**src/logic/uvlo_seq_params.svh**
```systemverilog
// Constants for the UVLO and overcurrent fault sequencer
`ifndef UVLO_SEQ_PARAMS_SVH
`define UVLO_SEQ_PARAMS_SVH
`define CNT_W 3
`define CNT_MAX 3'h7
`define CNT_ZERO 3'h0
`define RESTART_SS_CYCLES 3'h7
`define SS_CYCLE_CLKS 8'hFF
`endif

```
**src/logic/uvlo_seq_pkg.sv**
```systemverilog
// Types for the UVLO and overcurrent fault sequencer
package uvlo_seq_pkg;
  typedef enum logic [1:0] {
    ST_LOCKOUT = 2'h0,
    ST_RUN = 2'h1,
    ST_RESTART = 2'h3
  } seq_state_t;
endpackage : uvlo_seq_pkg

```
**src/logic/uvlo_fault_seq.sv**
```systemverilog
// UVLO filter and two-tier overcurrent fault sequencer
`timescale 1ns/1ps
`include "uvlo_seq_params.svh"
// Operation
// - Clock pulse before ramp reaches 90 percent marks a low-line cycle.
// - Per-cycle comparison is filtered by a 3-bit up/down counter.
// - Seven good cycles assert power-good, start soft-start, gates off.
// - After start, seven low-line cycles needed to declare undervoltage.
// - Soft-start held low until both rails good and low-line check good.
// - PWM never starts while the ramp misses the clock period.
// - Overcurrent trip ends the high-side pulse until next cycle.
// - Fault count up on cycles with overcurrent, down on cycles without.
// - Count of seven issues restart of seven soft-start cycles, gates off.
// - Restart decrements count per soft-start cycle; zero re-enables PWM.
// - Persistent overload accumulates seven pulses and restarts again.
// - Sync pulse interrupting the ramp counts as an undervoltage cycle.
module uvlo_fault_seq (
  input wire logic mclk_i,
  input wire logic nrst_i,
  input wire logic osc_clk_i,
  input wire logic sync_i,
  input wire logic ramp_done_i,
  input wire logic overcurrent_i,
  input wire logic low_bypass_rail_good_i,
  input wire logic high_bypass_rail_good_i,
  output logic pwm_en_o,
  output logic power_good_o,
  output logic ss_hold_o,
  output logic ss_restart_o,
  output logic hs_gate_o,
  output logic ls_gate_o,
  output logic uv_fault_o
);

  // Pin synchronisers
  logic [5:0] s1_ff;
  logic [5:0] s2_ff;
  logic [5:0] pins;
  assign pins = {osc_clk_i, sync_i, ramp_done_i, overcurrent_i,
                 low_bypass_rail_good_i, high_bypass_rail_good_i};
  always_ff @(posedge mclk_i)
  begin
    if (!nrst_i)
    begin
      s1_ff <= 6'h00;
      s2_ff <= 6'h00;
    end
    else
    begin
      s1_ff <= pins;
      s2_ff <= s1_ff;
    end
  end
  logic osc_s, sync_s, ramp_s, oc_s, rails_ok;
  assign osc_s = s2_ff[5];
  assign sync_s = s2_ff[4];
  assign ramp_s = s2_ff[3];
  assign oc_s = s2_ff[2];
  assign rails_ok = s2_ff[1] & s2_ff[0];

  function automatic logic [`CNT_W-1:0] sat_step(input logic [`CNT_W-1:0] v,
                                                   input logic up);
    logic [`CNT_W-1:0] r;
    r = v;
    if (up && v != `CNT_MAX)
      r = v + 3'h1;
    else if (!up && v != `CNT_ZERO)
      r = v - 3'h1;
    return r;
  endfunction : sat_step

  logic osc_d_ff, sync_d_ff, ramp_seen_ff, oc_seen_ff, hs_block_ff;
  logic [`CNT_W-1:0] uv_cnt_ff, flt_cnt_ff;
  logic [2:0] ss_left_ff;
  logic [7:0] ss_tmr_ff;
  uvlo_seq_pkg::seq_state_t st_ff;
  logic line_ok_ff, cut_ff;
  logic pwm_en_ff, pg_ff, ss_hold_ff, ss_rst_ff, hs_ff, ls_ff, uv_ff;

  logic nxt_osc_d, nxt_sync_d, nxt_ramp_seen, nxt_oc_seen, nxt_hs_block;
  logic [`CNT_W-1:0] nxt_uv_cnt, nxt_flt_cnt;
  logic [2:0] nxt_ss_left;
  logic [7:0] nxt_ss_tmr;
  uvlo_seq_pkg::seq_state_t nxt_st;
  logic nxt_line_ok, nxt_cut;
  logic nxt_pwm_en, nxt_pg, nxt_ss_hold, nxt_ss_rst, nxt_hs, nxt_ls, nxt_uv;
  logic cyc_start, sync_edge, low_line, run_now;

  always_comb
  begin
    cyc_start = osc_s & ~osc_d_ff;
    sync_edge = sync_s & ~sync_d_ff;
    nxt_osc_d = osc_s;
    nxt_sync_d = sync_s;
    nxt_cut = cyc_start ? 1'b0 : (cut_ff | (sync_edge & ~(ramp_seen_ff | ramp_s)));
    low_line = cyc_start & (cut_ff | ~(ramp_seen_ff | ramp_s));
    nxt_ramp_seen = cyc_start ? 1'b0 : (ramp_seen_ff | ramp_s);
    nxt_oc_seen = cyc_start ? 1'b0 : (oc_seen_ff | oc_s);
    nxt_uv_cnt = uv_cnt_ff;
    nxt_line_ok = line_ok_ff;
    if (cyc_start)
      nxt_uv_cnt = sat_step(uv_cnt_ff, ~low_line);
    if (!line_ok_ff && nxt_uv_cnt == `CNT_MAX)
      nxt_line_ok = 1'b1;
    else if (line_ok_ff && nxt_uv_cnt == `CNT_ZERO)
      nxt_line_ok = 1'b0;
    nxt_st = st_ff;
    nxt_flt_cnt = flt_cnt_ff;
    nxt_ss_left = ss_left_ff;
    nxt_ss_tmr = ss_tmr_ff;
    nxt_hs_block = hs_block_ff;
    case (st_ff)
      uvlo_seq_pkg::ST_LOCKOUT:
      begin
        nxt_flt_cnt = `CNT_ZERO;
        if (rails_ok && nxt_line_ok)
          nxt_st = uvlo_seq_pkg::ST_RUN;
      end
      uvlo_seq_pkg::ST_RUN:
      begin
        if (oc_s)
          nxt_hs_block = 1'b1;
        if (cyc_start)
          nxt_hs_block = oc_s;
        if (cyc_start)
          nxt_flt_cnt = sat_step(flt_cnt_ff, oc_seen_ff | oc_s);
        if (!rails_ok || !nxt_line_ok)
          nxt_st = uvlo_seq_pkg::ST_LOCKOUT;
        else if (nxt_flt_cnt == `CNT_MAX)
        begin
          nxt_st = uvlo_seq_pkg::ST_RESTART;
          nxt_ss_left = `RESTART_SS_CYCLES;
          nxt_ss_tmr = `SS_CYCLE_CLKS;
        end
      end
      uvlo_seq_pkg::ST_RESTART:
      begin
        nxt_hs_block = 1'b1;
        if (ss_tmr_ff == 8'h00)
        begin
          nxt_ss_tmr = `SS_CYCLE_CLKS;
          nxt_flt_cnt = sat_step(flt_cnt_ff, 1'b0);
          nxt_ss_left = ss_left_ff - 3'h1;
        end
        else
          nxt_ss_tmr = ss_tmr_ff - 8'h01;
        if (nxt_flt_cnt == `CNT_ZERO)
        begin
          nxt_st = uvlo_seq_pkg::ST_RUN;
          nxt_hs_block = 1'b0;
        end
        if (!rails_ok || !nxt_line_ok)
          nxt_st = uvlo_seq_pkg::ST_LOCKOUT;
      end
      default:
        nxt_st = uvlo_seq_pkg::ST_LOCKOUT;
    endcase
    nxt_pwm_en = (nxt_st == uvlo_seq_pkg::ST_RUN);
    nxt_pg = nxt_line_ok & rails_ok;
    nxt_ss_hold = (nxt_st == uvlo_seq_pkg::ST_LOCKOUT);
    nxt_ss_rst = (nxt_st == uvlo_seq_pkg::ST_RESTART);
    run_now = nxt_pwm_en & (st_ff == uvlo_seq_pkg::ST_RUN);
    nxt_hs = run_now & ~nxt_hs_block & ~oc_s & ~cyc_start;
    nxt_ls = run_now & ~nxt_hs;
    nxt_uv = ~nxt_line_ok;
  end

  always_ff @(posedge mclk_i)
  begin
    if (!nrst_i)
    begin
      osc_d_ff <= 1'b0;
      sync_d_ff <= 1'b0;
      ramp_seen_ff <= 1'b0;
      oc_seen_ff <= 1'b0;
      hs_block_ff <= 1'b0;
      uv_cnt_ff <= `CNT_ZERO;
      flt_cnt_ff <= `CNT_ZERO;
      ss_left_ff <= 3'h0;
      ss_tmr_ff <= 8'h00;
      st_ff <= uvlo_seq_pkg::ST_LOCKOUT;
      line_ok_ff <= 1'b0;
      cut_ff <= 1'b0;
      pwm_en_ff <= 1'b0;
      pg_ff <= 1'b0;
      ss_hold_ff <= 1'b1;
      ss_rst_ff <= 1'b0;
      hs_ff <= 1'b0;
      ls_ff <= 1'b0;
      uv_ff <= 1'b1;
    end
    else
    begin
      osc_d_ff <= nxt_osc_d;
      sync_d_ff <= nxt_sync_d;
      ramp_seen_ff <= nxt_ramp_seen;
      oc_seen_ff <= nxt_oc_seen;
      hs_block_ff <= nxt_hs_block;
      uv_cnt_ff <= nxt_uv_cnt;
      flt_cnt_ff <= nxt_flt_cnt;
      ss_left_ff <= nxt_ss_left;
      ss_tmr_ff <= nxt_ss_tmr;
      st_ff <= nxt_st;
      line_ok_ff <= nxt_line_ok;
      cut_ff <= nxt_cut;
      pwm_en_ff <= nxt_pwm_en;
      pg_ff <= nxt_pg;
      ss_hold_ff <= nxt_ss_hold;
      ss_rst_ff <= nxt_ss_rst;
      hs_ff <= nxt_hs;
      ls_ff <= nxt_ls;
      uv_ff <= nxt_uv;
    end
  end

  assign pwm_en_o = pwm_en_ff;
  assign power_good_o = pg_ff;
  assign ss_hold_o = ss_hold_ff;
  assign ss_restart_o = ss_rst_ff;
  assign hs_gate_o = hs_ff;
  assign ls_gate_o = ls_ff;
  assign uv_fault_o = uv_ff;
endmodule : uvlo_fault_seq

```
**config.mk**
```make
export PLATFORM = sky130hd
export DESIGN_NAME = uvlo_fault_seq
export DESIGN_NICKNAME = d
export VERILOG_FILES = /design/src/logic/uvlo_seq_pkg.sv /design/src/logic/uvlo_fault_seq.sv
export VERILOG_INCLUDE_DIRS = /design/src /design/src/logic
export SDC_FILE = /design/constraint.sdc
export NUM_CORES = 1
export LEC_CHECK = 0
export BUFFER_PORTS_ARGS = -buffer_cell sky130_fd_sc_hd__buf_2
export CORE_AREA = 2 2 82 84
export DETAILED_ROUTE_END_ITERATION = 6
export DIE_AREA = 0 0 84 86
export PLACE_DENSITY = 0.47
export SLEW_MARGIN = 25
export SYNTH_ARGS = -nofsm -noshare
export SYNTH_HDL_FRONTEND = slang
export SYNTH_SLANG_ARGS = --single-unit
```
**constraint.sdc**
```tcl
create_clock -name mclk_i -period 2.5 [get_ports mclk_i]
set_clock_uncertainty 0.05 [all_clocks]
set_input_delay 0.25 -clock mclk_i [delete_from_list [all_inputs] [get_ports mclk_i]]
set_output_delay 0.25 -clock mclk_i [all_outputs]
set_load 0.1 [all_outputs]
```
==> results.ini, run 1 <==
[sta]
min_period_ns=2.26
grt_setup_unrepaired=no
post-route-period-util_pct=90.4
final_max_slew_viol_count=0
hold_viol=0
totalNegativeSetupSlack_ns=0
maxSlewHeadroom_pct=67.9
setup_violations=0
max_slew.worst_pin.slew_ns=0.485
max_freq_mhz=443
finalWorstSetupSlack_ns=0.241

[floorplanning]
die_area_um2=7220
die_w_um=84
die_height_um=86
ios=15
core-area_um2=6280
start_util_pct=32.1
row_count=29

[clock_network]
htreeDepth=2
clk_latency_ns=0.29
cts_buffers=5
cts_root_buffer=clkbuf_8
cts.sinks=42
clk_pin_slew_ns=0.08
cts_max_path_buffers=2
cts_tree=built

[yosys]
synth-seq-cells=42
seq_area_frac_synth_pct=41.8
synth_nets=242
yosysWarnings=0
avgSynthCellArea_um2=8.98
synth-edff-count=0
synth_area_um2=2010
synthCells=224
synth.distinct_cells=53
ys.flop_type=dfxtp_1
synthArstFlopShare_pct=0

[detailed_routing]
drt_iter0_markers=71
dr_total_vias=1599
totalWireLength_um=4180
drtAntennaViolNets=0
viasPerCell=5.00
wl_per_cell_um=13.1
first_pass_iters=4
route.detailed.drc=0

[grt]
grt_pass1_wl_um=7290
grt_max_degree=28
grt_remaining_overflow=0
grt_pass1_vias=1533
antenna_found_initial=0
track_usage_pct=12.6

[power_and_ir_drop]
power.density_nw_per_um2=578
cellLeakagePower_nw=0.967
vdd_drop_max_v=0.000415

[worst_setup_path]
cp_max_fo=8
critical_path_arrival_ns=2.40
critical_path.max_stage_delay_ns=0.42
rr_endpoint=ss_hold_o
r2r_setup_slack_ns=0.24
timing.critical_path.to=ss_hold_o
cp_slowest_cell=o32ai_1
cp.required_ns=2.64
worstSetupEndpointType=flip-flop
reg2regPathDepth=9
cp_cell_sequence=inv_1 -> ha_1 -> nand2b_1 -> a21oi_1 -> o32ai_1 -> nor2_1 -> o21ai_2 -> nand4_4 -> or2_1
crit_type=reg -> reg
start_kind=flip-flop
timing.rr.start=uv_cnt_ff[0]
crit_start=uv_cnt_ff[0]

[layout]
num_antenna_cells=0
layout.cells.non_filler=320
finalInstanceArea_um2=2320
syn_to_final_growth_pct=15.4
final_common_cell=dfxtp_1
fin_nets=260
drive_gt1_share_pct=17.7
most-common-layout-cells=dfxtp_1, nor2_1, and2_1

[placement]
dp_cells=311
pre_cts_slack_ns=0.0583
place_area_um2=2160
port_buffers=14
dpl.hpwl_um=2980
gp_congestion=0.822

[outcome]
status=completed

[min_path]
hold_path_class=in -> reg
min_from=ramp_done_i

[run]
maxCapViolCount=0

[worst min-delay path by stage]
stage	end	slack, ns	depth (start not counted)
after floorplan	s1_ff[0]	0.33	1
after global placement	s2_ff[5]	0.37	1
final	s1_ff[3]	0.11	2
after CTS	s1_ff[4]	0.09	2
after global routing	s1_ff[1]	0.09	2
after detailed placement	s2_ff[5]	0.37	1
[timing repair]
| action | in CTS | in global routing |
|---|---|---|
| hold buffers | 0 | 0 |
| setup endpoints to repair | 0 | 14 |
| resized for setup | 0 | 9 |
| buffers inserted | 0 | 1 |
[worst max-delay path, delay by kind of cell, from the launching register on]
family                     cells  cell delay (ns)
adders and majority gates      1             0.22
buffers and inverters          1             0.09
AOI/OAI and AO/OA              3             0.71
and+or+nand+nor                4             0.69
DFF                            1             0.41
[registers in the layout, summed over array words and instances, names as in the netlist, 2 cells and up]
register and count:
flt_cnt_ff 3, s1_ff 6, s2_ff 6, ss_tmr_ff 8
st_ff 2, uv_cnt_ff 3
[where the power goes]
| part | total (W) | switching (W) | internal [W] |
|---|---|---|---|
| Clock | 0.000545 | 0.000248 | 0.000297 |
| Combinational | 0.0000992 | 0.0000580 | 0.0000412 |
| Sequential | 0.000697 | 0.0000118 | 0.000685 |
| Total | 0.00134 | 0.000318 | 0.00102 |
[logic make-up (layout without fill, tap and decap cells)]
family / Yosys count / count (layout) / share of synthesized area [%]
and+or+nand+nor: 91 / 91 / 24.8
AOI/OAI and AO/OA: 56 / 56 / 20.7
adders and majority gates: 10 / 10 / 6.22
buffers and inverters: 22 / 41 / 5.16
DFF: 42 / 42 / 41.8
xor gates and xnor gates: 2 / 2 / 0.871
muxes: 1 / 1 / 0.498
[Yosys cell counts, types with 3 or more instances]
| cell | number | share of area (%) |
|---|---|---|
| nand2b_1 | 5 | 1.6 |
| o211a_1 | 4 | 2.0 |
| a32oi_1 | 3 | 1.3 |
| nor2_1 | 21 | 3.9 |
| o21ai_1 | 3 | 0.75 |
| a31oi_1 | 5 | 1.6 |
| nand2_1 | 12 | 2.2 |
| and2_1 | 20 | 6.2 |
| inv_1 | 12 | 2.2 |
| buf_4 | 3 | 1.1 |
| clkbuf_1 | 3 | 0.56 |
| dfxtp_1 | 42 | 42 |
| nor3_1 | 10 | 2.5 |
| a21oi_1 | 10 | 2.5 |
| nor2b_1 | 4 | 1.2 |
| o21ai_0 | 4 | 1.0 |
| nor3b_1 | 6 | 2.2 |
| ha_1 | 10 | 6.2 |
[cell type report]
| type | instances | area [µm²] |
|---|---|---|
| Fill cell | 655 | 3960 |
| Multi-Input combinational cell | 160 | 1100 |
| Sequential cell | 42 | 841 |
| Timing Repair Buffer | 21 | 123 |
| Tap cell | 77 | 96.3 |
| Clock buffer | 5 | 68.8 |
| Clock inverter | 3 | 45.0 |
| Inverter | 12 | 45.0 |
[stage by stage]
stage / hold slack, ns / total power [W] / util, %
after global placement: 0.365 / 0.000805 / 34.5
after detailed placement: 0.373 / 0.000806 / 34.5
final: 0.106 / 0.00134 / 37.0
after floorplan: 0.327 / 0.000781 / -
after global routing: 0.0890 / 0.00141 / 37.0
after CTS: 0.0917 / 0.00136 / 36.3
[routing by layer]
metal	vias to the layer above	wire length (µm)	global-route usage, %
li1	827	-	-
met4	0	59	4.40
met3	6	116	3.08
met5	-	0	0
met2	21	1880	20.4
met1	745	2120	16.5
Note: power is estimated with default switching activity, not from simulation.
==> inputs of run 2 (changes only) <==
--- a/config.mk
+++ b/config.mk
@@ -6,10 +6,11 @@
 export SDC_FILE = /design/constraint.sdc
 export NUM_CORES = 1
 export LEC_CHECK = 0
+export ABC_AREA = 1
 export BUFFER_PORTS_ARGS = -buffer_cell sky130_fd_sc_hd__buf_2
-export CORE_AREA = 2 2 82 84
+export CORE_AREA = 2 2 74 94
 export DETAILED_ROUTE_END_ITERATION = 6
-export DIE_AREA = 0 0 84 86
+export DIE_AREA = 0 0 76 96
 export PLACE_DENSITY = 0.47
 export SLEW_MARGIN = 25
 export SYNTH_ARGS = -nofsm -noshare
==> run 2 against run 1 <==
Combinational power down 41%. Critical path depth rose by 4. Synthesized area grew 1.6%. Synthesized cell count grew 24%. Critical path type unchanged. Largest power group unchanged.
==> results.ini, run 2 <==
[min_path]
hold_path_class=in -> reg
whs_path_depth=3  ; +1
min_from=overcurrent_i
hold_path_end=s1_ff[2]

[worst_setup_path]
cp_max_fo=8  ; unchanged
reg2regPathDepth=13  ; +4
cp.required_ns=2.70  ; +0.06 ns
crit_type=reg -> reg
rr_endpoint=ss_tmr_ff[2]
start_kind=flip-flop
crit_start=flt_cnt_ff[0]
r2r_setup_slack_ns=0.37  ; +0.12 ns
critical_path_arrival_ns=2.33  ; -0.07 ns
timing.rr.start=flt_cnt_ff[0]
worstSetupEndpointType=flip-flop

[placement]
place_area_um2=2200  ; +1.8%
pre_cts_slack_ns=0.376  ; +0.317 ns
port_buffers=14  ; unchanged
dpl.hpwl_um=2780  ; -6.8%
gp_congestion=0.820  ; -0.23%
dp_cells=375  ; +21%

[grt]
track_usage_pct=11.0  ; -1.6 points
antenna_found_initial=0  ; unchanged
grt_max_degree=23  ; -18%
grt_pass1_wl_um=6400  ; -12%
grt_remaining_overflow=0  ; unchanged
grt_pass1_vias=1447  ; -5.6%

[clock_network]
htreeDepth=2  ; unchanged
cts.sinks=42  ; unchanged
cts_root_buffer=clkbuf_8
cts_buffers=5  ; unchanged
cts_max_path_buffers=2  ; unchanged
post_cts_resized=0  ; unchanged
cts_setup_buffers=0  ; unchanged
clk_pin_slew_ns=0.09  ; about the same
clk_latency_ns=0.30  ; about the same
cts-hold-fix-buffers=0  ; unchanged
cts_tree=built

[floorplanning]
die_area_um2=7300  ; +1.0%
ios=15  ; unchanged
start_util_pct=31.9  ; -0.11 points
die_height_um=96  ; +12%
die_w_um=76  ; -9.5%
core-area_um2=6400  ; +2.0%
row_count=33  ; +14%

[sta]
whs_ns=0.0704  ; -0.0355 ns
max_freq_mhz=468  ; +5.8%
min_period_ns=2.13  ; -0.124 ns
totalNegativeSetupSlack_ns=0  ; unchanged
finalWorstSetupSlack_ns=0.365  ; +0.124 ns
post-route-period-util_pct=85.4  ; -5.0 points
max_slew.worst_pin.slew_ns=0.508  ; +0.0229 ns
setup_violations=0  ; unchanged
final_max_slew_viol_count=0  ; unchanged
grt_setup_unrepaired=no
maxSlewHeadroom_pct=66.0  ; -1.9 points
hold_viol=0  ; unchanged

[layout]
multi_input_area_um2=962  ; -13%
final_common_cell=nand2_1
regArea_um2=841  ; unchanged
top_register=ss_tmr_ff
most-common-layout-cells=nand2_1, inv_1, dfxtp_1
finalInstanceArea_um2=2300  ; -0.86%
reg_top3=ss_tmr_ff (8), s1_ff (6), s2_ff (6)
syn_to_final_growth_pct=12.5
num_antenna_cells=0  ; unchanged
largest_reg_flops=8  ; unchanged
fillCellCount=675  ; +3.1%
drive_gt1_share_pct=16.6  ; -1.1 points
layout.cells.non_filler=383  ; +20%
fin_nets=313  ; +20%

[yosys]
synth_top_cell_area_share_pct=41.1  ; -0.66 points
synthArstFlopShare_pct=0  ; unchanged
yosysWarnings=0  ; unchanged
synth.distinct_cells=27  ; -49%
synth-seq-cells=42  ; unchanged
synth-edff-count=0  ; unchanged
synthCells=278  ; +24%
synth_area_um2=2040  ; +1.6%
ys.flop_type=dfxtp_1
synthTopCellsByCount=nand2_1, inv_1, dfxtp_1
seq_area_frac_synth_pct=41.1  ; -0.66 points
synth_nets=296  ; +22%
netlist_top_cells_area=dfxtp_1, nand2_1, inv_1
avgSynthCellArea_um2=7.35  ; -18%
yosysMostFrequentCell=nand2_1
synth_largest_area_cell=dfxtp_1

[power_and_ir_drop]
vdd_drop_max_v=0.000197  ; -52%
power.density_nw_per_um2=531  ; -8.0%
cellLeakagePower_nw=1.24  ; +28%

[detailed_routing]
top_layer=met4
drtAntennaViolNets=0  ; unchanged
wl_met3_um=121  ; +4.3%
wl_per_cell_um=9.75  ; -25%
wl_met1_um=1800  ; -15%
viasPerCell=4.21  ; -16%
dr_total_vias=1611  ; +0.75%
route.met2.wl_um=1760  ; -6.7%
totalWireLength_um=3730  ; -11%
drt_iter0_markers=105  ; +48%
first_pass_iters=4  ; unchanged
route.detailed.drc=0  ; unchanged

[run]
maxCapViolCount=0  ; unchanged

[outcome]
status=completed

## run 2: critical path, cell delays in order (launching register included)
cell and delay, ns:
dfxtp_1 0.37, inv_1 0.15, ha_1 0.24, nand2_2 0.11
nand2_1 0.08, nand2_1 0.08, nand2_2 0.08, nand2_1 0.06
o21ai_0 0.13, nor2_2 0.19, nand4_2 0.24, nand3_1 0.13
nand2_1 0.07, nor2_2 0.08
## run 2: layout make-up
| class | instances | share of cell area (%) |
|---|---|---|
| clock inverters | 3 | 1.25 |
| repair buffers | 15 | 3.37 |
| multi-input cells | 174 | 41.8 |
| well taps | 87 | 4.73 |
| flip-flops and latches | 42 | 36.5 |
| inverters | 57 | 9.30 |
| clock buffers | 5 | 2.99 |
## run 2: kinds of logic after synthesis
group | synth area share, %
buffers and inverters | 11.8
XOR/XNOR | 3.37
AND/OR/NAND/NOR | 32.4
AO/OA/AOI/OAI | 5.14
adder cells (fa/ha/maj) | 6.12
flip-flops | 41.1
## run 2: layer usage
layer / vias to the layer above / global-route usage [%]
met1: 707 / 13.2
met3: 5 / 3.19
met5: - / 0
li1: 875 / -
met4: 0 / 4.09
met2: 24 / 18.9
## run 2: how the worst max path moves through the flow
stage	end	slack, ns	depth (start not counted)
2_1_floorplan	ss_tmr_ff[2]	0.69	12
3_3_place_gp	ss_tmr_ff[2]	0.36	13
3_5_place_dp	ss_tmr_ff[2]	0.38	13
4_1_cts	ss_tmr_ff[2]	0.35	13
5_1_grt	ss_tmr_ff[0]	0.12	13
6_report	ss_tmr_ff[2]	0.37	13
## run 2: power by group
part           internal [W]  switching, W
combinational     0.0000204     0.0000378
clock              0.000209      0.000269
sequential         0.000682    0.00000517
## run 2: through the flow
stage	utilization, %	power, W
finish	36.0	0.00122
global route	36.0	0.00128
CTS	36.0	0.00124
detailed placement	34.4	0.000762
global placement	34.4	0.000761
floorplan	-	0.000748
